===== src/fecl_consts.vh =====
// fecl_consts.vh: offsets, field positions, reset values and command codes
// assumes: included by bare name into the flash capture and launch top
`ifndef FECL_CONSTS_VH
`define FECL_CONSTS_VH

// ****************************************************************
// register offsets (8-bit address, one per 16-bit register on the register port)
// ****************************************************************
`define FECL_OFS_CLKDIV 8'h00
`define FECL_OFS_PIDX 8'h01
`define FECL_OFS_EIDX 8'h02
`define FECL_OFS_STAT 8'h03
`define FECL_OFS_ECCFLG 8'h04
`define FECL_OFS_PBUF 8'h05
`define FECL_OFS_EWIN 8'h06
`define FECL_OFS_OPT 8'h07
`define FECL_OFS_RSV1 8'h08
`define FECL_OFS_RSV2 8'h09
`define FECL_OFS_RSV3 8'h0A
`define FECL_OFS_RSV4 8'h0B

// ****************************************************************
// field positions
// ****************************************************************
`define FECL_BIT_DIVLD 7
`define FECL_BIT_COMMAND_COMPLETE_FLAG 7
`define FECL_BIT_ACCESS_ERROR_FLAG 5
`define FECL_BIT_PVIOL 4
`define FECL_BIT_DBE 1
`define FECL_BIT_SBE 0

// ****************************************************************
// reset values and sizes
// ****************************************************************
`define FECL_RST_DIV 7'h00
`define FECL_RST_IDX 3'h0
`define FECL_RST_WORD 16'h0000
`define FECL_RST_OPT 8'h00
`define FECL_OPT_DBE_FILL 8'hFF
`define FECL_PBUF_WORDS 6
`define FECL_EIDX_PAR 3'h0
`define FECL_EIDX_ADDR 3'h1
`define FECL_EIDX_D0 3'h2
`define FECL_EIDX_D1 3'h3
`define FECL_EIDX_D2 3'h4
`define FECL_EIDX_D3 3'h5

// ****************************************************************
// program and erase command codes
// ****************************************************************
`define FECL_CMD_PGM_P 8'h06
`define FECL_CMD_PGM_ONCE 8'h07
`define FECL_CMD_ERS_ALL 8'h08
`define FECL_CMD_ERS_BLK 8'h09
`define FECL_CMD_ERS_PSEC 8'h0A
`define FECL_CMD_UNSECURE 8'h0B
`define FECL_CMD_PGM_D 8'h11
`define FECL_CMD_ERS_DSEC 8'h12

`endif


===== src/fecl_timebase.v =====
// fecl_timebase.v: divider giving the program/erase time base tick
// assumes: synchronous reset copy from the top, one clock domain
`timescale 1ns/1ps

module fecl_timebase (
  // clock and reset
  input wire clk_sys,
  input wire rst_n,
  // control
  input wire divider_loaded_flag,
  input wire [6:0] timebase_divide_value,
  // time base
  output reg program_erase_timebase
);

  reg [6:0] cnt_reg; // cycles left in this period

  // ****************************************************************
  // tick once every divide value plus one cycles
  // ****************************************************************
  always @(posedge clk_sys or negedge rst_n) begin
    if (!rst_n) begin
      cnt_reg <= 7'h00;
      program_erase_timebase <= 1'b0;
    end else if (!divider_loaded_flag) begin
      // no time base before software sets the divider
      cnt_reg <= 7'h00;
      program_erase_timebase <= 1'b0;
    end else if (cnt_reg == 7'h00) begin
      cnt_reg <= timebase_divide_value;
      program_erase_timebase <= 1'b1;
    end else begin
      cnt_reg <= cnt_reg - 7'h01;
      program_erase_timebase <= 1'b0;
    end
  end

endmodule


===== src/fecl_top.v =====
// fecl_top.v: ecc fault capture, option byte, reserved registers,
// divider gate and command launch handshake of the flash controller
// assumes: command engine and flash array on clk_sys, no crossings
//
// Functional notes
// - reserved registers read zero, ignore writes
// - capture frozen until its fault flag clears
// - simultaneous faults record the double-bit one
// - result window shows item chosen by index
// - unused result indices read all zero
// - index zero high byte holds check bits
// - index zero low bits hold upper address
// - program faults give four raw words
// - data faults give raw word, low address
// - result window is read-only
// - option register loaded during reset sequence
// - double fault on option load sets all ones
// - option register readable, writes ignored
// - divider write sets divider-loaded flag
// - no divider: refuse program/erase, access error
// - while busy refuse launch and buffer writes
// - write one to complete flag launches command
// - command code in high byte, word zero
// - unimplemented buffer words ignore writes, read zero
//
// The implementer's own choices: the address map and strobed register access.
`timescale 1ns/1ps
`include "fecl_consts.vh"

module fecl_top (
  // clock and reset
  input wire clk_sys,
  input wire rstn,
  // register port
  input wire [7:0] reg_addr,
  input wire [15:0] reg_wdata,
  input wire reg_wr,
  input wire reg_rd,
  output reg [15:0] reg_rdata,
  // ecc fault report from the array read path
  input wire ecc_single_evt,
  input wire ecc_double_evt,
  input wire ecc_is_program_array,
  input wire [22:0] ecc_fault_addr,
  input wire [7:0] ecc_fault_check_bits,
  input wire [15:0] ecc_fault_data0,
  input wire [15:0] ecc_fault_data1,
  input wire [15:0] ecc_fault_data2,
  input wire [15:0] ecc_fault_data3,
  // option byte fetch of the reset sequence
  input wire opt_fetch_valid,
  input wire [7:0] opt_fetch_data,
  input wire opt_fetch_double_fault,
  // command engine
  input wire cmd_done,
  input wire cmd_access_error,
  input wire cmd_protection_violation,
  input wire cmd_result_wr,
  input wire [2:0] cmd_result_idx,
  input wire [15:0] cmd_result_data,
  output reg cmd_start,
  output wire [95:0] cmd_params,
  // status towards the rest of the chip
  output reg [7:0] option_bits,
  output reg divider_loaded_flag,
  output reg command_complete_flag,
  output wire program_erase_timebase
);

  // ****************************************************************
  // reset release
  // ****************************************************************
  reg rst_meta_reg; // first stage of reset release
  reg rst_n; // released reset used everywhere

  // two-stage release, assert asynchronously
  always @(posedge clk_sys or negedge rstn) begin
    if (!rstn) begin
      rst_meta_reg <= 1'b0;
      rst_n <= 1'b0;
    end else begin
      rst_meta_reg <= 1'b1;
      rst_n <= rst_meta_reg;
    end
  end

  // ****************************************************************
  // state
  // ****************************************************************
  reg [6:0] div_reg; // timebase_divide_value
  reg [2:0] pidx_reg; // parameter_word_index
  reg [2:0] eidx_reg; // ecc_result_index
  reg access_error_flag_reg; // access_error_flag
  reg pviol_reg; // protection_violation_flag
  reg sbe_reg; // single-bit fault flag
  reg dbe_reg; // double-bit fault flag
  reg init_reg; // reset sequence still fetching option byte
  reg [7:0] cap_par_reg; // captured_check_bits
  reg [6:0] cap_hi_reg; // fault_upper_address
  reg [15:0] cap_lo_reg; // lower fault address
  reg [15:0] cap_d0_reg; // raw data word 0
  reg [15:0] cap_d1_reg; // raw data word 1
  reg [15:0] cap_d2_reg; // raw data word 2
  reg [15:0] cap_d3_reg; // raw data word 3
  reg [15:0] pbuf_reg [0:5]; // command_parameter_buffer

  // ****************************************************************
  // register decode
  // ****************************************************************
  wire wr_div = reg_wr && (reg_addr == `FECL_OFS_CLKDIV);
  wire wr_pidx = reg_wr && (reg_addr == `FECL_OFS_PIDX);
  wire wr_eidx = reg_wr && (reg_addr == `FECL_OFS_EIDX);
  wire wr_stat = reg_wr && (reg_addr == `FECL_OFS_STAT);
  wire wr_eflg = reg_wr && (reg_addr == `FECL_OFS_ECCFLG);
  wire wr_pbuf = reg_wr && (reg_addr == `FECL_OFS_PBUF);

  // ****************************************************************
  // launch decision
  // ****************************************************************
  wire [7:0] cmd_code = pbuf_reg[0][15:8]; // command_code
  reg is_pgm_ers; // launched code programs or erases

  // classify program and erase command codes
  always @* begin
    case (cmd_code)
      `FECL_CMD_PGM_P,
      `FECL_CMD_PGM_ONCE,
      `FECL_CMD_ERS_ALL,
      `FECL_CMD_ERS_BLK,
      `FECL_CMD_ERS_PSEC,
      `FECL_CMD_UNSECURE,
      `FECL_CMD_PGM_D,
      `FECL_CMD_ERS_DSEC: is_pgm_ers = 1'b1;
      default: is_pgm_ers = 1'b0;
    endcase
  end

  // launch only when idle, out of reset fetch, errors clear
  wire launch_req = wr_stat && reg_wdata[`FECL_BIT_COMMAND_COMPLETE_FLAG] && command_complete_flag &&
                    !init_reg && !access_error_flag_reg && !pviol_reg;
  // program/erase without a divider never runs
  wire launch_block = launch_req && is_pgm_ers && !divider_loaded_flag;
  wire launch_go = launch_req && !launch_block;

  // ****************************************************************
  // option byte and reset sequence
  // ****************************************************************
  always @(posedge clk_sys or negedge rst_n) begin
    if (!rst_n) begin
      init_reg <= 1'b1;
      option_bits <= `FECL_RST_OPT;
    end else if (init_reg && opt_fetch_valid) begin
      init_reg <= 1'b0;
      // double fault leaves every bit set
      if (opt_fetch_double_fault) begin
        option_bits <= `FECL_OPT_DBE_FILL;
      end else begin
        option_bits <= opt_fetch_data;
      end
    end
  end

  // ****************************************************************
  // divider and index registers
  // ****************************************************************
  always @(posedge clk_sys or negedge rst_n) begin
    if (!rst_n) begin
      div_reg <= `FECL_RST_DIV;
      divider_loaded_flag <= 1'b0;
      pidx_reg <= `FECL_RST_IDX;
      eidx_reg <= `FECL_RST_IDX;
    end else begin
      if (wr_div) begin
        div_reg <= reg_wdata[6:0];
        divider_loaded_flag <= 1'b1; // any write marks it loaded
      end
      if (wr_pidx) begin
        pidx_reg <= reg_wdata[2:0];
      end
      if (wr_eidx) begin
        eidx_reg <= reg_wdata[2:0];
      end
    end
  end

  // ****************************************************************
  // status flags and launch handshake
  // ****************************************************************
  always @(posedge clk_sys or negedge rst_n) begin
    if (!rst_n) begin
      command_complete_flag <= 1'b1;
      cmd_start <= 1'b0;
      access_error_flag_reg <= 1'b0;
      pviol_reg <= 1'b0;
    end else begin
      cmd_start <= launch_go;
      // writing one clears the flag and hands over the buffer
      if (launch_go) begin
        command_complete_flag <= 1'b0;
      end else if (!command_complete_flag && cmd_done) begin
        command_complete_flag <= 1'b1;
      end
      // error flags: set wins over a write-one clear
      if (launch_block || (cmd_done && cmd_access_error)) begin
        access_error_flag_reg <= 1'b1;
      end else if (wr_stat && reg_wdata[`FECL_BIT_ACCESS_ERROR_FLAG]) begin
        access_error_flag_reg <= 1'b0;
      end
      if (cmd_done && cmd_protection_violation) begin
        pviol_reg <= 1'b1;
      end else if (wr_stat && reg_wdata[`FECL_BIT_PVIOL]) begin
        pviol_reg <= 1'b0;
      end
    end
  end

  // ****************************************************************
  // command parameter buffer, one slice per word
  // ****************************************************************
  genvar gi;
  generate
    for (gi = 0; gi < `FECL_PBUF_WORDS; gi = gi + 1) begin : g_pbuf
      // software writes only while idle, engine results only while busy
      always @(posedge clk_sys or negedge rst_n) begin
        if (!rst_n) begin
          pbuf_reg[gi] <= `FECL_RST_WORD;
        end else if (command_complete_flag) begin
          if (wr_pbuf && (pidx_reg == gi)) begin
            pbuf_reg[gi] <= reg_wdata;
          end
        end else if (cmd_result_wr && (cmd_result_idx == gi)) begin
          pbuf_reg[gi] <= cmd_result_data; // results returned
        end
      end
      assign cmd_params[16*gi+15:16*gi] = pbuf_reg[gi];
    end
  endgenerate

  // ****************************************************************
  // ecc fault capture
  // ****************************************************************
  // flags left after this cycle's clear; set still wins the same cycle
  wire sbe_keep = sbe_reg && !(wr_eflg && reg_wdata[`FECL_BIT_SBE]);
  wire dbe_keep = dbe_reg && !(wr_eflg && reg_wdata[`FECL_BIT_DBE]);
  wire ecc_evt = ecc_single_evt || ecc_double_evt;
  // record only while no flag holds earlier information
  wire ecc_take = ecc_evt && !sbe_keep && !dbe_keep;

  // fault flags, double over single
  always @(posedge clk_sys or negedge rst_n) begin
    if (!rst_n) begin
      sbe_reg <= 1'b0;
      dbe_reg <= 1'b0;
    end else if (ecc_take) begin
      dbe_reg <= ecc_double_evt;
      sbe_reg <= !ecc_double_evt;
    end else begin
      sbe_reg <= sbe_keep;
      dbe_reg <= dbe_keep;
    end
  end

  // captured contents, frozen while a flag stands
  always @(posedge clk_sys or negedge rst_n) begin
    if (!rst_n) begin
      cap_par_reg <= 8'h00;
      cap_hi_reg <= 7'h00;
      cap_lo_reg <= `FECL_RST_WORD;
      cap_d0_reg <= `FECL_RST_WORD;
      cap_d1_reg <= `FECL_RST_WORD;
      cap_d2_reg <= `FECL_RST_WORD;
      cap_d3_reg <= `FECL_RST_WORD;
    end else if (ecc_take) begin
      cap_hi_reg <= ecc_fault_addr[22:16];
      cap_lo_reg <= ecc_fault_addr[15:0];
      cap_d0_reg <= ecc_fault_data0; // raw, uncorrected
      if (ecc_is_program_array) begin
        cap_par_reg <= ecc_fault_check_bits; // eight check bits
        cap_d1_reg <= ecc_fault_data1;
        cap_d2_reg <= ecc_fault_data2;
        cap_d3_reg <= ecc_fault_data3;
      end else begin
        // data array: six check bits, top two zero
        cap_par_reg <= {2'b00, ecc_fault_check_bits[5:0]};
        cap_d1_reg <= `FECL_RST_WORD;
        cap_d2_reg <= `FECL_RST_WORD;
        cap_d3_reg <= `FECL_RST_WORD;
      end
    end
  end

  // ****************************************************************
  // read data paths
  // ****************************************************************
  reg [15:0] ewin; // ecc_fault_result_window, no write path
  reg [15:0] pbuf_rd; // selected buffer word
  reg [15:0] rd_next; // read mux

  // result window selection
  always @* begin
    case (eidx_reg)
      `FECL_EIDX_PAR: ewin = {cap_par_reg, 1'b0, cap_hi_reg};
      `FECL_EIDX_ADDR: ewin = cap_lo_reg;
      `FECL_EIDX_D0: ewin = cap_d0_reg;
      `FECL_EIDX_D1: ewin = cap_d1_reg;
      `FECL_EIDX_D2: ewin = cap_d2_reg;
      `FECL_EIDX_D3: ewin = cap_d3_reg;
      default: ewin = `FECL_RST_WORD; // unused positions
    endcase
  end

  // unimplemented buffer words read zero
  always @* begin
    if (pidx_reg < `FECL_PBUF_WORDS) begin
      pbuf_rd = pbuf_reg[pidx_reg];
    end else begin
      pbuf_rd = `FECL_RST_WORD;
    end
  end

  // register read mux, unmapped reads zero
  always @* begin
    rd_next = `FECL_RST_WORD;
    case (reg_addr)
      `FECL_OFS_CLKDIV: rd_next = {8'h00, divider_loaded_flag, div_reg};
      `FECL_OFS_PIDX: rd_next = {13'h0000, pidx_reg};
      `FECL_OFS_EIDX: rd_next = {13'h0000, eidx_reg};
      `FECL_OFS_STAT: begin
        rd_next[`FECL_BIT_COMMAND_COMPLETE_FLAG] = command_complete_flag && !init_reg;
        rd_next[`FECL_BIT_ACCESS_ERROR_FLAG] = access_error_flag_reg;
        rd_next[`FECL_BIT_PVIOL] = pviol_reg;
      end
      `FECL_OFS_ECCFLG: begin
        rd_next[`FECL_BIT_DBE] = dbe_reg;
        rd_next[`FECL_BIT_SBE] = sbe_reg;
      end
      `FECL_OFS_PBUF: rd_next = pbuf_rd;
      `FECL_OFS_EWIN: rd_next = ewin;
      `FECL_OFS_OPT: rd_next = {8'h00, option_bits}; // read-only
      `FECL_OFS_RSV1,
      `FECL_OFS_RSV2,
      `FECL_OFS_RSV3,
      `FECL_OFS_RSV4: rd_next = `FECL_RST_WORD; // no storage
      default: rd_next = `FECL_RST_WORD;
    endcase
  end

  // read data stands only in the cycle after the strobe
  always @(posedge clk_sys or negedge rst_n) begin
    if (!rst_n) begin
      reg_rdata <= `FECL_RST_WORD;
    end else if (reg_rd) begin
      reg_rdata <= rd_next;
    end else begin
      reg_rdata <= `FECL_RST_WORD;
    end
  end

  // ****************************************************************
  // program/erase time base
  // ****************************************************************
  fecl_timebase u_timebase (
    .clk_sys(clk_sys),
    .rst_n(rst_n),
    .divider_loaded_flag(divider_loaded_flag),
    .timebase_divide_value(div_reg),
    .program_erase_timebase(program_erase_timebase)
  );

endmodule


===== config.mk =====
export PLATFORM = sky130hd
export DESIGN_NAME = fecl_top
export DESIGN_NICKNAME = d
export VERILOG_FILES = /design/src/fecl_timebase.v /design/src/fecl_top.v
export VERILOG_INCLUDE_DIRS = /design/src
export SDC_FILE = /design/constraint.sdc
export NUM_CORES = 1
export LEC_CHECK = 0
export BUFFER_PORTS_ARGS = -buffer_cell sky130_fd_sc_hd__buf_2
export CAP_MARGIN = 20
export CORE_MARGIN = 3
export CORE_UTILIZATION = 54
export DETAILED_ROUTE_END_ITERATION = 16
export PLACE_DENSITY = 0.87
export REMOVE_ABC_BUFFERS = 1
export SETUP_SLACK_MARGIN = 0.2
export SLEW_MARGIN = 20
export SYNTH_ARGS = -nofsm -noshare
export SYNTH_HDL_FRONTEND = slang
export SYNTH_HIERARCHICAL = 1
export SYNTH_SLANG_ARGS = --single-unit

===== constraint.sdc =====
create_clock -name clk_sys -period 8.1 [get_ports clk_sys]
set_input_delay 1.62 -clock clk_sys [delete_from_list [all_inputs] [get_ports clk_sys]]
set_output_delay 1.62 -clock clk_sys [all_outputs]
set_load 0.01 [all_outputs]

==> run summary <==
The count of port buffers added during placement is 282, and the largest net degree at the start of global routing is 96. Sequential elements use 53.94% of the synthesized area. For this run, design rule violations remaining after detail routing come to 0. The met3 wire length was 2693 um; the placement row count was 52. The clock root buffer was clkbuf_16. For the max-slew violation count, the log shows 0. The run finished with clean final reports. The tightest min-delay check is of the flop to flop type.

The total met2 wirelength after detailed routing came out at 15,880 um. The placeable core area is 0.02049 mm^2. The number of max-cap violations was 0.

The longest clock path from root to sink contains 3 buffers. The run gives 540 ps as the clock insertion delay at the later pin of the skew report. The synthesized netlist occupies a cell area of 0.01142 mm^2.

Once detail routing completed, the nets flagged for antenna violations numbered 0. The clock-pin slew on the worst setup and hold paths was 60 ps. In this run switching power makes up 25.15% of total power.

The post-route fraction of the period consumed by the critical path is 50.92%, and the detailed-route wire length per cell is 22.48 um. Counting instances, the worst hold path has a depth of 0. The post-route netlist has 46.36% of its cells at a drive strength greater than 1. STA classifies the critical path startpoint as an input port. Buffers inserted during clock tree synthesis total 26.

The top routing layer in use is met4. Setup violations remaining at the end of the flow were counted as 0. For the buffers inserted during post-CTS setup optimization, the log shows 0.

The Yosys step of the flow raised 6 warnings. At the worst endpoint, the arrival time is 4550 ps. The CTS H-tree depth came out at 1. The run gives 763.5 uW as the net switching component of the power.

The largest driver fanout on the critical path was 9; the leakage power figure was 7.053 nW. The tools report the first-pass GRT wire length as 48,040 um. The first detailed-routing pass took 5 iterations.

After the first detailed-routing iteration, the DRC count stood at 551. After synthesis, the netlist uses 59 different library cells. In the final routing, the length of wire on met1 measures 12,680 um. Compared with the post-synthesis result, the final layout area differs by 22.20%.

The tightest slew margin relative to the limit was 25.76%. TritonCTS built the clock tree. The number of antenna violations at the first check in global routing is 1, and the maximum vdd ir drop is 0.1982 mV. The commonest register cell after synthesis is dfrtp_1. The most common cell after layout, fill and taps aside is buf_2. After synthesis, the share of flip-flops with an asynchronous set or reset is 100.0%. The top cell types in the final layout, fill and taps aside, are 282 x buf_2, 241 x dfrtp_1, 161 x mux2_2, 62 x mux2i_1, 58 x a22o_1. The number of hold violations in the final report came out at 0. The routed design has 32,380 um of wire. The cell depth of the worst flop-to-flop path came out at 5. In the final timing run, aggregate negative setup slack is 0 ps. After global routing the overflow that remains totals 0. The worst setup path is captured at a flop. The maximum clock frequency was 0.2425 GHz. For this configuration, the core starts out at a cell density of 55.71%. Data on the critical path is required at its endpoint by 8520 ps. The final layout contains 1,308 nets.

The post-cts gate resize count is 0. In this run the power density over the cells is 217.6 mW/mm^2. The number of sinks on the clock net came out at 246. Hold repair after CTS inserted 0 buffers. Die width: 151.4 um. The number of global-route vias before repair is 8,670, and the number of enable flip-flop cells after synthesis is 0. Proportion of power drawn by flip-flops and latches: 47.5%.

Summed over all nets, the half-perimeter wirelength after detailed placement is 22,490 um. Per report_power, the clock group accounts for 39.9% of the total. The register bit total from synthesis was 246; the shortest clock period the worst path allows after layout was 4124 ps. The vertical die dimension was 151.4 um.

The number of vias per cell was 6.015. The register with the most flip-flops in the layout has 96 of them. The critical path start-end classification is input port to flop.

Synthesis handed over a netlist of 885 instances. Global routing consumed, over all layers together, 27.25% of the routing resources. The utilization of the core after routing was 68.08%. The die covers 0.02292 mm^2. Setup repair after global routing left no endpoint under its margin. Number of primary I/O pins: 283.

The detailed router placed 8,661 vias in this run. Across the routed clock network, the largest skew measured is 15.81 ps. The slew of the pin with the lowest slew margin was 1114 ps; the cell-internal power was 2.272 mW. The final weighted congestion in routability-driven placement is 0.9242, and the combinational cell fraction of total power is 12.6%. The synthesized area per cell is 12.90 um^2.
-- cell type report --
type	instances	area, um^2
clock buffers	39	759.5
flip-flops and latches	246	6165
well taps	270	337.8
repair buffers	295	1525
diodes	3	7.507
inverters	26	97.59
clock inverters	9	117.6
fillers	1487	6543
multi-input cells	552	4942
-- worst paths after layout --
path | startpoint | end | slack, ps
worst max-delay path | reg_addr[3] | cmd_params[41]$_DFFE_PN0P_ | 3980
worst min-delay path | rst_meta_reg$_DFF_PN0_ | rst_n$_DFF_PN0_ | 350
worst max register to register | pidx_reg[2]$_DFFE_PN0P_ | cmd_params[69]$_DFFE_PN0P_ | 4640
worst min register to register | rst_meta_reg$_DFF_PN0_ | rst_n$_DFF_PN0_ | 350
max in group asynchronous | rst_n$_DFF_PN0_ | eidx_reg[0]$_DFFE_PN0P_ | 5660
min in group asynchronous | rst_n$_DFF_PN0_ | cap_lo_reg[9]$_DFFE_PN0P_ | 370
-- power by group through the flow --
stage / combinational (mW) / sequential [mW] / clock, mW
after floorplan: 0.217 / 1.47 / 0
after global placement: 0.367 / 1.45 / 0
after CTS: 0.384 / 1.44 / 1.22
after detailed placement: 0.381 / 1.46 / 0
after global routing: 0.417 / 1.46 / 1.27
final: 0.382 / 1.44 / 1.21
-- Yosys cell counts (all sizes together) (3+ instances only) --
master | instances | share of area [%]
a211oi | 5 | 0.33
buf | 19 | 1.0
nor2 | 39 | 1.3
a22oi | 5 | 0.33
a32o | 3 | 0.26
a21oi | 20 | 0.88
nand2 | 23 | 0.76
mux2 | 171 | 17
o31ai | 3 | 0.20
o211ai | 6 | 0.39
o21ai | 19 | 0.83
mux2i | 62 | 5.4
mux4 | 15 | 3.0
clkbuf | 42 | 1.4
dfrtp | 244 | 53
o221ai | 3 | 0.23
nand2b | 6 | 0.33
nor3 | 18 | 0.79
nand3b | 9 | 0.59
a22o | 58 | 4.4
o22ai | 26 | 1.5
nor4 | 4 | 0.22
xnor2 | 3 | 0.23
or2 | 3 | 0.16
inv | 26 | 0.85
or4 | 5 | 0.43
nor3b | 5 | 0.33
nand3 | 8 | 0.35
nor2b | 3 | 0.16
-- per-stage QoR --
| stage | hold WS (ps) | cell area [um^2] | power (mW) | worst slack [ps] | instances |
|---|---|---|---|---|---|
| floorplan | 331.2 | 11140 | 1.684 | 740.3 | 824 |
| global placement | 336.4 | 13020 | 1.820 | 3552 | 1387 |
| detailed placement | 341.2 | 13050 | 1.843 | 3522 | 1388 |
| CTS | 356.3 | 13930 | 3.048 | 4074 | 1436 |
| global route | 356.0 | 13950 | 3.150 | 3918 | 1438 |
| finish | 353.4 | 13950 | 3.036 | 3976 | 1440 |
-- metal layers --
metal  up-vias  track usage (%)
li1       3820                -
met1      4381            35.74
met2       393            44.74
met3        67            6.134
met4         0            9.791
met5         -                0
-- cells by family (layout without fill, tap and decap cells) --
kind of cell	count (synthesis)	in the layout	synth area share [%]
muxes	248	248	25.59
DFF	246	246	53.94
AOI/OAI and AO/OA	162	162	10.49
and+or+nand+nor	135	135	6.170
buffers and inverters	87	369	3.255
xor gates and xnor gates	4	4	0.3069
adders and majority gates	2	2	0.2191
other	1	4	0.03285
-- worst max-delay path: stages --
cell	delay, ps
buf_2	100
or4_1	680
or4_4	510
nor4_1	670
a21oi_2	380
buf_4	290
mux2_2	290
(Power assumes the default switching activity.)
